$ cat config.mk
export PLATFORM = sky130hd
export DESIGN_NAME = mcu_reset_sequencer
export DESIGN_NICKNAME = d
export VERILOG_FILES = /design/src/hdl/rst_seq_pkg.sv /design/src/hdl/mcu_reset_sequencer.sv
export SDC_FILE = /design/constraint.sdc
export NUM_CORES = 1
export LEC_CHECK = 0
export BUFFER_PORTS_ARGS = -buffer_cell sky130_fd_sc_hd__buf_2
export CAP_MARGIN = 10
export CORE_MARGIN = 3
export CORE_UTILIZATION = 50
export CTS_BUF_LIST = sky130_fd_sc_hd__clkbuf_2
export CTS_CLUSTER_DIAMETER = 80
export DETAILED_ROUTE_END_ITERATION = 10
export GPL_TIMING_DRIVEN = 0
export HOLD_SLACK_MARGIN = 0.05
export PLACE_DENSITY_LB_ADDON = 0.1
export SLEW_MARGIN = 30
export SYNTH_ARGS = -nofsm -noshare
export SYNTH_HDL_FRONTEND = slang
export SYNTH_SLANG_ARGS = --single-unit
export TNS_END_PERCENT = 30
$ cat constraint.sdc
create_clock -name clk_i -period 2.3 [get_ports clk_i]
set_input_delay 0.115 -clock clk_i [delete_from_list [all_inputs] [get_ports clk_i]]
set_output_delay 0.115 -clock clk_i [all_outputs]
set_load 0.1 [all_outputs]
$ cat src/hdl/rst_seq_pkg.sv
// constants and types shared by the reset sequencer
// Behaviour
// - undervoltage reset exists only when enabled; threshold comes from a configuration input.
// - undervoltage reset only after a dip longer than the minimum dip duration.
// - watchdog time-out while running acts like a pin reset plus time-out flag.
// - watchdog time-out in sleep clears only program counter and stack pointer; the code also pulses wdt_clear_o then.
// - internal reset held for power-on delay plus start-up timer period.
// - start-up timer is 128 cycles for crystals, optionally 2 for RC.
// - time-out and power-down flags kept for software to read the cause.
// - pin or undervoltage reset leaves both flags unchanged.
// - watchdog reset while running sets time-out flag, keeps power-down flag.
// - watchdog time-out in sleep sets both flags.
// - every reset disables interrupts and zeroes the program counter.
// - every reset clears the watchdog, which then counts again at once.
// - every reset switches the timer counter off.
// - every reset clears the timer prescaler.
// - every reset makes all port pins inputs.
// - every reset sets the stack pointer to the stack top.
// - pin held low resets; execution restarts at zero after release.
package rst_seq_pkg;
	localparam int CLK_HZ = 125000000;
	localparam int POWER_ON_DELAY_MS = 50;
	localparam int POWER_ON_DELAY_CYC = POWER_ON_DELAY_MS * (CLK_HZ / 1000);
	localparam int MIN_DIP_DURATION_US = 10;
	localparam int MIN_DIP_DURATION_CYC = MIN_DIP_DURATION_US * (CLK_HZ / 1000000);
	localparam int STARTUP_LONG_CYC = 128;
	localparam int STARTUP_SHORT_CYC = 2;
	localparam int CNT_W = 24;
	// wishbone byte offsets
	localparam logic [3:0] STATUS_OFS = 4'h0;
	localparam logic [3:0] IRQ_STAT_OFS = 4'h4;
	localparam logic [3:0] IRQ_MASK_OFS = 4'h8;
	localparam logic [3:0] CTRL_OFS = 4'hc;
	localparam logic [2:0] IRQ_RST = 3'h0;
	localparam logic [2:0] STAT_RST = 3'h0;
	typedef enum logic [2:0] {
		ST_RUN = 3'b001,
		ST_HOLD = 3'b010,
		ST_WAKE = 3'b100
	} seq_state_t;
endpackage

$ cat src/hdl/mcu_reset_sequencer.sv
// reset sequencer top: source filtering, delay counter, flags, wishbone registers
//
// Register access over Wishbone and the register offsets are this design's own decisions.
`timescale 1ns/1ps
`default_nettype none
module mcu_reset_sequencer #(
	parameter int POWER_ON_DELAY_CYC_P = rst_seq_pkg::POWER_ON_DELAY_CYC, // power-on delay
	parameter int MIN_DIP_CYC_P = rst_seq_pkg::MIN_DIP_DURATION_CYC // min dip duration
) (
	input wire logic clk_i, // 125 MHz
	input wire logic rst_i, // power-on reset, sync high
	input wire logic external_reset_pin_n_i, // async pin, low resets
	input wire logic supply_low_i, // async monitor: supply below threshold
	input wire logic undervoltage_reset_en_i, // configuration option
	input wire logic [1:0] undervoltage_threshold_i, // configuration option
	input wire logic wdt_timeout_i, // one-cycle pulse, same clock
	input wire logic sleep_i, // core is in idle or sleep
	input wire logic rc_osc_i, // clock source is an RC oscillator
	input wire logic short_startup_en_i, // configuration option
	input wire logic wb_cyc_i, // wishbone cycle
	input wire logic wb_stb_i, // wishbone strobe
	input wire logic wb_we_i, // wishbone write
	input wire logic [3:0] wb_adr_i, // wishbone byte address
	input wire logic [3:0] wb_sel_i, // byte enables
	input wire logic [31:0] wb_dat_i, // write data
	output logic [31:0] wb_dat_o, // read data
	output logic wb_ack_o, // ack
	output logic core_reset_o, // full internal reset to core
	output logic pc_sp_clear_o, // one pulse: clear pc and sp only
	output logic periph_reset_o, // timers, prescaler, interrupts, port dirs
	output logic wdt_clear_o, // clears watchdog counter
	output logic [1:0] threshold_o, // threshold to supply monitor
	output logic timeout_flag_o, // time-out flag
	output logic powerdown_flag_o, // power-down flag
	output logic irq_o // level interrupt
);
	import rst_seq_pkg::*;

	////////////////////////////////////////////////////////////////////////////////
	// pin synchronisers: three stages, change accepted when stages two and three agree
	logic [2:0] pin_sync_reg;
	logic [2:0] low_sync_reg;
	logic pin_low_reg;
	logic supply_low_reg;
	always_ff @(posedge clk_i) begin
		if (rst_i) begin
			pin_sync_reg <= 3'h7;
			low_sync_reg <= 3'h0;
			pin_low_reg <= 1'b0;
			supply_low_reg <= 1'b0;
		end else begin
			pin_sync_reg <= {pin_sync_reg[1:0], external_reset_pin_n_i};
			low_sync_reg <= {low_sync_reg[1:0], supply_low_i};
			if (pin_sync_reg[1] == pin_sync_reg[2])
				pin_low_reg <= ~pin_sync_reg[2];
			if (low_sync_reg[1] == low_sync_reg[2])
				supply_low_reg <= low_sync_reg[2];
		end
	end

	////////////////////////////////////////////////////////////////////////////////
	// dip filter: short dips are ignored
	logic [CNT_W-1:0] dip_cnt_reg;
	logic uv_event;
	assign uv_event = undervoltage_reset_en_i && supply_low_reg &&
		(dip_cnt_reg == CNT_W'(MIN_DIP_CYC_P));
	always_ff @(posedge clk_i) begin
		if (rst_i || !supply_low_reg || !undervoltage_reset_en_i)
			dip_cnt_reg <= '0;
		else if (dip_cnt_reg != CNT_W'(MIN_DIP_CYC_P))
			dip_cnt_reg <= dip_cnt_reg + 1'b1;
	end
	always_ff @(posedge clk_i) begin
		if (rst_i)
			threshold_o <= 2'h0;
		else
			threshold_o <= undervoltage_threshold_i;
	end

	////////////////////////////////////////////////////////////////////////////////
	// sequencer
	seq_state_t state_reg;
	logic [CNT_W-1:0] delay_cnt_reg;
	logic [CNT_W-1:0] delay_total;
	logic full_event;
	logic wdt_run;
	logic wdt_sleep;
	assign wdt_run = wdt_timeout_i && !sleep_i;
	assign wdt_sleep = wdt_timeout_i && sleep_i;
	assign full_event = pin_low_reg || uv_event || wdt_run;
	assign delay_total = CNT_W'(POWER_ON_DELAY_CYC_P) + ((rc_osc_i && short_startup_en_i) ?
		CNT_W'(STARTUP_SHORT_CYC) : CNT_W'(STARTUP_LONG_CYC));
	always_ff @(posedge clk_i) begin
		if (rst_i) begin
			state_reg <= ST_HOLD;
			delay_cnt_reg <= '0;
		end else begin
			case (state_reg)
				ST_RUN: begin
					delay_cnt_reg <= '0;
					if (full_event)
						state_reg <= ST_HOLD;
					else if (wdt_sleep)
						state_reg <= ST_WAKE;
				end
				ST_HOLD: begin
					if (full_event)
						delay_cnt_reg <= '0;
					else if (delay_cnt_reg >= delay_total - 1'b1)
						state_reg <= ST_RUN;
					else
						delay_cnt_reg <= delay_cnt_reg + 1'b1;
				end
				ST_WAKE: begin
					state_reg <= full_event ? ST_HOLD : ST_RUN;
				end
				default: state_reg <= ST_HOLD;
			endcase
		end
	end

	// outputs registered from next state so they follow state without delay
	always_ff @(posedge clk_i) begin
		if (rst_i) begin
			core_reset_o <= 1'b1;
			periph_reset_o <= 1'b1;
			wdt_clear_o <= 1'b1;
			pc_sp_clear_o <= 1'b0;
		end else begin
			core_reset_o <= (state_reg == ST_HOLD && (full_event ||
				delay_cnt_reg < delay_total - 1'b1)) || (state_reg != ST_HOLD &&
				full_event);
			periph_reset_o <= (state_reg == ST_HOLD && (full_event ||
				delay_cnt_reg < delay_total - 1'b1)) || (state_reg != ST_HOLD &&
				full_event);
			// watchdog released with the core so it restarts counting at once
			wdt_clear_o <= (state_reg == ST_HOLD && (full_event ||
				delay_cnt_reg < delay_total - 1'b1)) || (state_reg != ST_HOLD &&
				full_event) || wdt_sleep;
			pc_sp_clear_o <= state_reg == ST_RUN && wdt_sleep && !full_event;
		end
	end

	////////////////////////////////////////////////////////////////////////////////
	// reset cause flags
	logic bus_wr;
	logic [31:0] irq_mask_reg;
	logic pd_set_reg;
	assign bus_wr = wb_cyc_i && wb_stb_i && wb_we_i && !wb_ack_o && wb_sel_i[0];
	always_ff @(posedge clk_i) begin
		if (rst_i) begin
			timeout_flag_o <= 1'b0;
			powerdown_flag_o <= 1'b0;
			pd_set_reg <= 1'b0;
		end else begin
			pd_set_reg <= sleep_i;
			if (wdt_timeout_i) begin
				timeout_flag_o <= 1'b1;
				if (sleep_i)
					powerdown_flag_o <= 1'b1;
			end else if (sleep_i && !pd_set_reg) begin
				// sleep entry: power-down set, time-out cleared
				powerdown_flag_o <= 1'b1;
				timeout_flag_o <= 1'b0;
			end else if (bus_wr && wb_adr_i == CTRL_OFS && wb_dat_i[0]) begin
				// software clear, as a clear-watchdog instruction would do
				timeout_flag_o <= 1'b0;
				powerdown_flag_o <= 1'b0;
			end
			// pin and undervoltage resets deliberately touch neither flag
		end
	end

	////////////////////////////////////////////////////////////////////////////////
	// interrupts: bit0 full reset done, bit1 sleep wake, bit2 undervoltage seen
	logic [2:0] irq_stat_reg;
	logic [2:0] irq_ev;
	assign irq_ev = {uv_event, wdt_sleep, state_reg == ST_HOLD && !full_event &&
		delay_cnt_reg >= delay_total - 1'b1};
	always_ff @(posedge clk_i) begin
		if (rst_i) begin
			irq_stat_reg <= IRQ_RST;
			irq_mask_reg <= '0;
			irq_o <= 1'b0;
		end else begin
			irq_stat_reg <= irq_ev | (irq_stat_reg &
				~((bus_wr && wb_adr_i == IRQ_STAT_OFS) ? wb_dat_i[2:0] : 3'h0));
			if (bus_wr && wb_adr_i == IRQ_MASK_OFS)
				irq_mask_reg <= {29'h0, wb_dat_i[2:0]};
			irq_o <= |(irq_stat_reg & irq_mask_reg[2:0]);
		end
	end

	////////////////////////////////////////////////////////////////////////////////
	// wishbone slave, one wait state; unmapped reads return zero
	always_ff @(posedge clk_i) begin
		if (rst_i) begin
			wb_ack_o <= 1'b0;
			wb_dat_o <= '0;
		end else begin
			wb_ack_o <= wb_cyc_i && wb_stb_i && !wb_ack_o;
			case (wb_adr_i)
				STATUS_OFS: wb_dat_o <= {30'h0, powerdown_flag_o, timeout_flag_o};
				IRQ_STAT_OFS: wb_dat_o <= {29'h0, irq_stat_reg};
				IRQ_MASK_OFS: wb_dat_o <= irq_mask_reg;
				CTRL_OFS: wb_dat_o <= {29'h0, state_reg};
				default: wb_dat_o <= '0;
			endcase
		end
	end

	////////////////////////////////////////////////////////////////////////////////
	chk_wake_pulse: assert property (@(posedge clk_i) disable iff (rst_i)
		pc_sp_clear_o |-> !core_reset_o) else $error("wake clear with full reset");
	chk_sleep_flags: assert property (@(posedge clk_i) disable iff (rst_i)
		wdt_sleep |=> timeout_flag_o && powerdown_flag_o) else $error("sleep flags");
	chk_run_to: assert property (@(posedge clk_i) disable iff (rst_i)
		wdt_run |=> timeout_flag_o) else $error("timeout flag not set");
	chk_run_reset: assert property (@(posedge clk_i) disable iff (rst_i)
		wdt_run |=> core_reset_o) else $error("watchdog no reset");
	chk_pin_reset: assert property (@(posedge clk_i) disable iff (rst_i)
		pin_low_reg |=> core_reset_o && periph_reset_o) else $error("pin no reset");
	chk_pd_keep: assert property (@(posedge clk_i) disable iff (rst_i)
		(wdt_run || pin_low_reg) && !sleep_i && !bus_wr |=> $stable(powerdown_flag_o))
		else $error("pd changed");
	chk_wdt_with_core: assert property (@(posedge clk_i) disable iff (rst_i)
		core_reset_o |-> wdt_clear_o) else $error("watchdog not cleared");
	chk_dip_filter: assert property (@(posedge clk_i) disable iff (rst_i)
		$rose(supply_low_reg) |-> !uv_event) else $error("dip not filtered");
	chk_uv_gate: assert property (@(posedge clk_i) disable iff (rst_i)
		!undervoltage_reset_en_i |-> !uv_event) else $error("uv while off");
	chk_hold_min: assert property (@(posedge clk_i) disable iff (rst_i)
		$fell(core_reset_o) |-> $past(state_reg == ST_HOLD, 1)) else $error("early release");

	////////////////////////////////////////////////////////////////////////////////
	// checker helpers: cycles since the last full event, and the flag update causes
	logic [CNT_W-1:0] quiet_cnt_reg;
	logic sleep_entry;
	logic sw_clear;
	assign sleep_entry = sleep_i && !pd_set_reg;
	assign sw_clear = bus_wr && wb_adr_i == CTRL_OFS && wb_dat_i[0];
	// saturates so a long run never wraps into a false short hold
	always_ff @(posedge clk_i) begin
		if (rst_i || full_event)
			quiet_cnt_reg <= '0;
		else if (quiet_cnt_reg != '1)
			quiet_cnt_reg <= quiet_cnt_reg + 1'b1;
	end

	// release only after the whole delay has run without a new event
	chk_hold_span: assert property (@(posedge clk_i) disable iff (rst_i)
		$fell(core_reset_o) |-> quiet_cnt_reg >= delay_total - 1'b1)
		else $error("hold shorter than delay");

	// release lands in the run state
	chk_release_run: assert property (@(posedge clk_i) disable iff (rst_i)
		$fell(core_reset_o) |-> state_reg == ST_RUN)
		else $error("release without run state");

	// a new event during the hold restarts the count
	chk_restart_count: assert property (@(posedge clk_i) disable iff (rst_i)
		state_reg == ST_HOLD && full_event |=> delay_cnt_reg == '0)
		else $error("count not restarted");

	chk_hold_core: assert property (@(posedge clk_i) disable iff (rst_i)
		state_reg == ST_HOLD && full_event |=> core_reset_o)
		else $error("core released during event");

	// running with no event keeps the core out of reset
	chk_run_quiet: assert property (@(posedge clk_i) disable iff (rst_i)
		state_reg == ST_RUN && !full_event |=> !core_reset_o)
		else $error("spurious core reset");

	chk_uv_full: assert property (@(posedge clk_i) disable iff (rst_i)
		uv_event |=> core_reset_o)
		else $error("undervoltage without reset");

	// peripherals always follow the core reset
	chk_periph_core: assert property (@(posedge clk_i) disable iff (rst_i)
		periph_reset_o == core_reset_o)
		else $error("periph reset differs");

	// sleep wake: one pulse, peripherals untouched, watchdog cleared
	chk_pcsp_single: assert property (@(posedge clk_i) disable iff (rst_i)
		pc_sp_clear_o |=> !pc_sp_clear_o)
		else $error("pc sp clear too long");

	chk_wake_periph: assert property (@(posedge clk_i) disable iff (rst_i)
		pc_sp_clear_o |-> !periph_reset_o)
		else $error("wake touched peripherals");

	chk_wake_wdt: assert property (@(posedge clk_i) disable iff (rst_i)
		pc_sp_clear_o |-> wdt_clear_o)
		else $error("wake left watchdog");

	// flag updates: sleep entry, software clear, and stickiness otherwise
	chk_sleep_entry: assert property (@(posedge clk_i) disable iff (rst_i)
		sleep_entry && !wdt_timeout_i |=> powerdown_flag_o && !timeout_flag_o)
		else $error("sleep entry flags");

	chk_sw_clear: assert property (@(posedge clk_i) disable iff (rst_i)
		sw_clear && !wdt_timeout_i && !sleep_entry |=> !timeout_flag_o && !powerdown_flag_o)
		else $error("flags not cleared");

	chk_to_sticky: assert property (@(posedge clk_i) disable iff (rst_i)
		timeout_flag_o && !sleep_entry && !sw_clear |=> timeout_flag_o)
		else $error("timeout flag lost");

	chk_pd_sticky: assert property (@(posedge clk_i) disable iff (rst_i)
		powerdown_flag_o && !sw_clear |=> powerdown_flag_o)
		else $error("powerdown flag lost");

	chk_status_data: assert property (@(posedge clk_i) disable iff (rst_i)
		wb_cyc_i && wb_stb_i && !wb_ack_o && wb_adr_i == STATUS_OFS |=>
		wb_dat_o == {30'h0, $past(powerdown_flag_o), $past(timeout_flag_o)})
		else $error("status read data");

	// threshold goes to the monitor one cycle late
	chk_thr_copy: assert property (@(posedge clk_i) disable iff (rst_i)
		1'b1 |=> threshold_o == $past(undervoltage_threshold_i))
		else $error("threshold not passed");

	// bus: every taken request answered next cycle, ack lasts one cycle
	chk_ack_answer: assert property (@(posedge clk_i) disable iff (rst_i)
		wb_cyc_i && wb_stb_i && !wb_ack_o |=> wb_ack_o)
		else $error("request not answered");

	chk_ack_pulse: assert property (@(posedge clk_i) disable iff (rst_i)
		wb_ack_o |=> !wb_ack_o)
		else $error("ack longer than one cycle");

	// interrupts: mask write, write-one-to-clear, level output
	chk_mask_write: assert property (@(posedge clk_i) disable iff (rst_i)
		bus_wr && wb_adr_i == IRQ_MASK_OFS |=> irq_mask_reg[2:0] == $past(wb_dat_i[2:0]))
		else $error("mask not written");

	chk_irq_clear: assert property (@(posedge clk_i) disable iff (rst_i)
		bus_wr && wb_adr_i == IRQ_STAT_OFS && wb_dat_i[0] && !irq_ev[0] |=> !irq_stat_reg[0])
		else $error("release status not cleared");

	chk_irq_level: assert property (@(posedge clk_i) disable iff (rst_i)
		irq_o == $past(|(irq_stat_reg & irq_mask_reg[2:0])))
		else $error("interrupt level wrong");

	cov_restart: cover property (@(posedge clk_i) disable iff (rst_i)
		state_reg == ST_HOLD && full_event && delay_cnt_reg != '0);
	cov_run_wdt: cover property (@(posedge clk_i) disable iff (rst_i) wdt_run);
	cov_sleep_wdt: cover property (@(posedge clk_i) disable iff (rst_i) pc_sp_clear_o);
	cov_release: cover property (@(posedge clk_i) disable iff (rst_i) $fell(core_reset_o));
	cov_uv: cover property (@(posedge clk_i) disable iff (rst_i) uv_event);
endmodule // mcu_reset_sequencer
`default_nettype wire

==> reports/qor.csv <==
stage,metric,value,unit
run_status,outcome,"complete, but fails checks",
run_status,violations,negative setup slack,
power,p_comb_share,16.7,%
power,p_switching,0.8078,mW
clock_network,cts_tree,yes,
worst_setup_path,crit_arrival,2.79,ns
sta,finalClockSkew,0.03774,ns
global_routing,gr-usage-met2,33.04,%
power,internal_power,1.845,mW
clock_network,clock_latency,0.52,ns
sta,worst_slew_pin_slew,0.5844,ns
worst_setup_path,start_kind,flip-flop,
placement,gp_congestion,0.8424,
sta,slew_headroom,61.04,%
final_layout,multi_input_area,2245,um^2
global_routing,grt_max_degree,14,
logic_synthesis,synth_edf_count,0,
worst_setup_path,worst_setup_path_startpoint,delay_cnt_reg[1]$_SDFFE_PP0P_,
sta,fin_crit,2.335,ns
worst_setup_path,reg2reg_setup_slack,-0.03,ns
placement,dpl.hpwl,5.849,mm
logic_synthesis,seq_area_frac_synth,40.05,%
power,p_leak,2.064,nW
placement,port_buffers,33,
logic_synthesis,synthTopCellsByArea,"dfxtp_1, buf_4, nor2_1",
power,power_frac_seq,51.9,%
final_layout,fin_nets,615,
detailed_routing,avgRoutedWirePerCell,13.17,um
global_routing,grt_util_met3,5.929,%
die,die_w,94.31,um
global_routing,globalRouteOverflowTotal,0,
worst_setup_path,crit_fanout,5,
clock_network,htreeDepth,3,
worst_setup_path,r2r_start,delay_cnt_reg[1]$_SDFFE_PP0P_,
die,dieArea,8893,um^2
logic_synthesis,synthArstFlopShare,0,%
final_layout,layout_commonest_cell,dfxtp_1,
worst_setup_path,ff2ff_path_depth,8,
final_layout,drive_above_1_share,24.60,%
final_layout,fillCellCount,657,
sta,post-route-period-util,101.5,%
final_layout,regArea,1578,um^2
sta,setup_slack,-0.03474,ns
sta,hold_viol,0,
logic_synthesis,yosys_warnings,0,
hold_path,hold_depth,3,
die,start_util,52.63,%
sta,rsz0062_at_grt,true,
detailed_routing,drt_iter0_markers,186,
die,ios,96,
logic_synthesis,synthCells,450,
global_routing,gr-max-usage-layer,met2,
logic_synthesis,ys_seq_elements,78,
sta,setup_violations,9,
logic_synthesis,synth_area,3899,um^2
detailed_routing,drc_errors,0,
global_routing,grt_pass1_wl,14.39,mm
sta,fmax,0.4283,GHz
logic_synthesis,synth_ff_type,dfxtp_1,
power,powerDensity,540.4,nW/um^2
hold_path,holdCritStartpoint,wb_adr_i[2],
worst_setup_path,worstPathRequired,2.75,ns
final_layout,final_cell_mix,"dfxtp_1, nor2_1, buf_4, nand2_1, buf_2",
die,die_h,94.31,um
clock_network,path_clk_slew,0.23,ns
logic_synthesis,synth.avg_cell_area,8.664,um^2
logic_synthesis,yosys.area.top_type,dfxtp_1,
worst_setup_path,slowest_stage,dfxtp_4,
hold_path,holdPathEnd,wb_dat_o[1]$_SDFF_PP0_,
global_routing,antenna_found_initial,0,
detailed_routing,wirelength,8.694,mm
sta,setup_tns,-0.1033,ns
global_routing,grt_pass1_vias,3137,
detailed_routing,drt_first_pass_iters,4,
worst_setup_path,path_class,flip-flop to flip-flop,
clock_network,root_buffer,clkbuf_2,
global_routing,global_route.usage.met1,25.88,%
worst_setup_path,path_cells,ha_4 -> a21o_1 -> a41oi_2 -> a211o_1 -> a2111oi_4 -> or2_4 -> clkbuf_16 -> and2_4,
power,vdd_ir_drop_max,0.3070,mV
final_layout,syn_to_final_growth,25.90,%
sta,slew_viol_final,0,
final_layout,diodes,0,
worst_setup_path,max_stage_delay,0.41,ns
detailed_routing,viasPerCell,5.295,
placement,pre_cts_ws,-0.3259,ns
detailed_routing,vias,3495,
power,p_clk_share,31.4,%
logic_synthesis,synth.distinct_cells,60,
die,coreArea,7408,um^2
die,rows,31,
clock_network,clock_sink_count,78,
logic_synthesis,synth.top_cell.area_share,40.05,%
worst_setup_path,r2r_end,delay_cnt_reg[23]$_SDFFE_PP0P_,
global_routing,track_usage,20.06,%
worst_setup_path,worst_setup_path_end_kind,flip-flop,
hold_path,hold_class,primary input to flip-flop,
power,p_sw_share,30.45,%
clock_network,cts_buffers,9,
clock_network,cts_buffer_depth,2,
detailed_routing,antenna_left,0,
job,drv_cap,0,
==> per-layer routing <==
layer / wire [um] / part of all wire [%]
met4: 94 / 1.1
met1: 3946 / 45
met5: 0 / 0
met2: 4185 / 48
met3: 468 / 5.4
==> cell families (layout without fill, tap and decap cells) <==
| logic type | Yosys count | count (layout) | share of synthesized area [%] |
|---|---|---|---|
| other | 1 | 29 | 0.09618 |
| buffers and inverters | 51 | 134 | 8.344 |
| flip-flops | 78 | 78 | 40.05 |
| XOR/XNOR | 23 | 23 | 5.167 |
| AND/OR/NAND/NOR | 206 | 206 | 28.02 |
| adder cells (fa/ha/maj) | 5 | 5 | 1.605 |
| AO/OA/AOI/OAI | 80 | 80 | 14.51 |
| multiplexers | 6 | 6 | 2.214 |
==> critical path: cells and delay by family (launching register included) <==
family / cells / cell delay, ns
AO/OA/AOI/OAI: 4 / 1.08
adder cells (fa/ha/maj): 1 / 0.26
buffers and inverters: 1 / 0.15
flip-flops: 1 / 0.41
AND/OR/NAND/NOR: 2 / 0.36
==> per-stage QoR <==
stage | cells | utilization, % | hold WS (ns) | instance area [um^2] | power (mW)
detailed placement | 610 | 57.95 | 0.3067 | 4293 | 1.798
global placement | 610 | 57.95 | 0.3074 | 4293 | 1.795
floorplan | 478 | - | 0.2188 | 4004 | 1.748
global route | 660 | 66.26 | 0.09216 | 4908 | 2.753
finish | 660 | 66.26 | 0.1228 | 4908 | 2.652
CTS | 654 | 64.18 | 0.07083 | 4755 | 2.668
==> cell type report <==
cell class              count  share of cell area (%)
well taps                  99                   2.524
flip-flops and latches     78                   32.14
repair buffers             67                   9.941
plain buffers              43                   6.271
clock inverters             6                   1.759
multi-input cells         349                   45.73
inverters                   8                  0.6118
clock buffers              10                   1.020
==> Yosys cell counts, types with 9 or more instances <==
cell	number
or3_1	12
nand3_1	31
nand2_1	33
buf_4	31
nand4_1	10
nor2_1	44
xor2_1	14
dfxtp_1	78
xnor2_1	9
a211o_1	9
nor2b_1	10
o21ai_0	19
and3_1	15
nor3_1	12
a21oi_1	19
==> timing repair <==
item | CTS | global route
buffers inserted | 8 | 5
pin swaps | 8 | 19
hold endpoints to repair | 19 | 0
gates cloned | 0 | 1
endpoints found under the setup margin | 23 | 29
hold buffers | 20 | 0
gates resized for setup | 17 | 19
==> worst max path at each step <==
stage	to	cells past startpoint
finish	delay_cnt_reg[23]$_SDFFE_PP0P_	8
global placement	delay_cnt_reg[22]$_SDFFE_PP0P_	8
global route	delay_cnt_reg[23]$_SDFFE_PP0P_	8
CTS	delay_cnt_reg[13]$_SDFFE_PP0P_	8
detailed placement	delay_cnt_reg[22]$_SDFFE_PP0P_	8
floorplan	delay_cnt_reg[13]$_SDFFE_PP0P_	8
==> power by group through the flow <==
stage	Sequential [mW]	Combinational (mW)	Clock [mW]
after floorplan	1.44	0.303	0
final	1.38	0.443	0.832
after detailed placement	1.41	0.391	0
after CTS	1.38	0.429	0.862
after global routing	1.38	0.464	0.908
after global placement	1.41	0.389	0
Note: power is estimated with default switching activity, not from simulation.
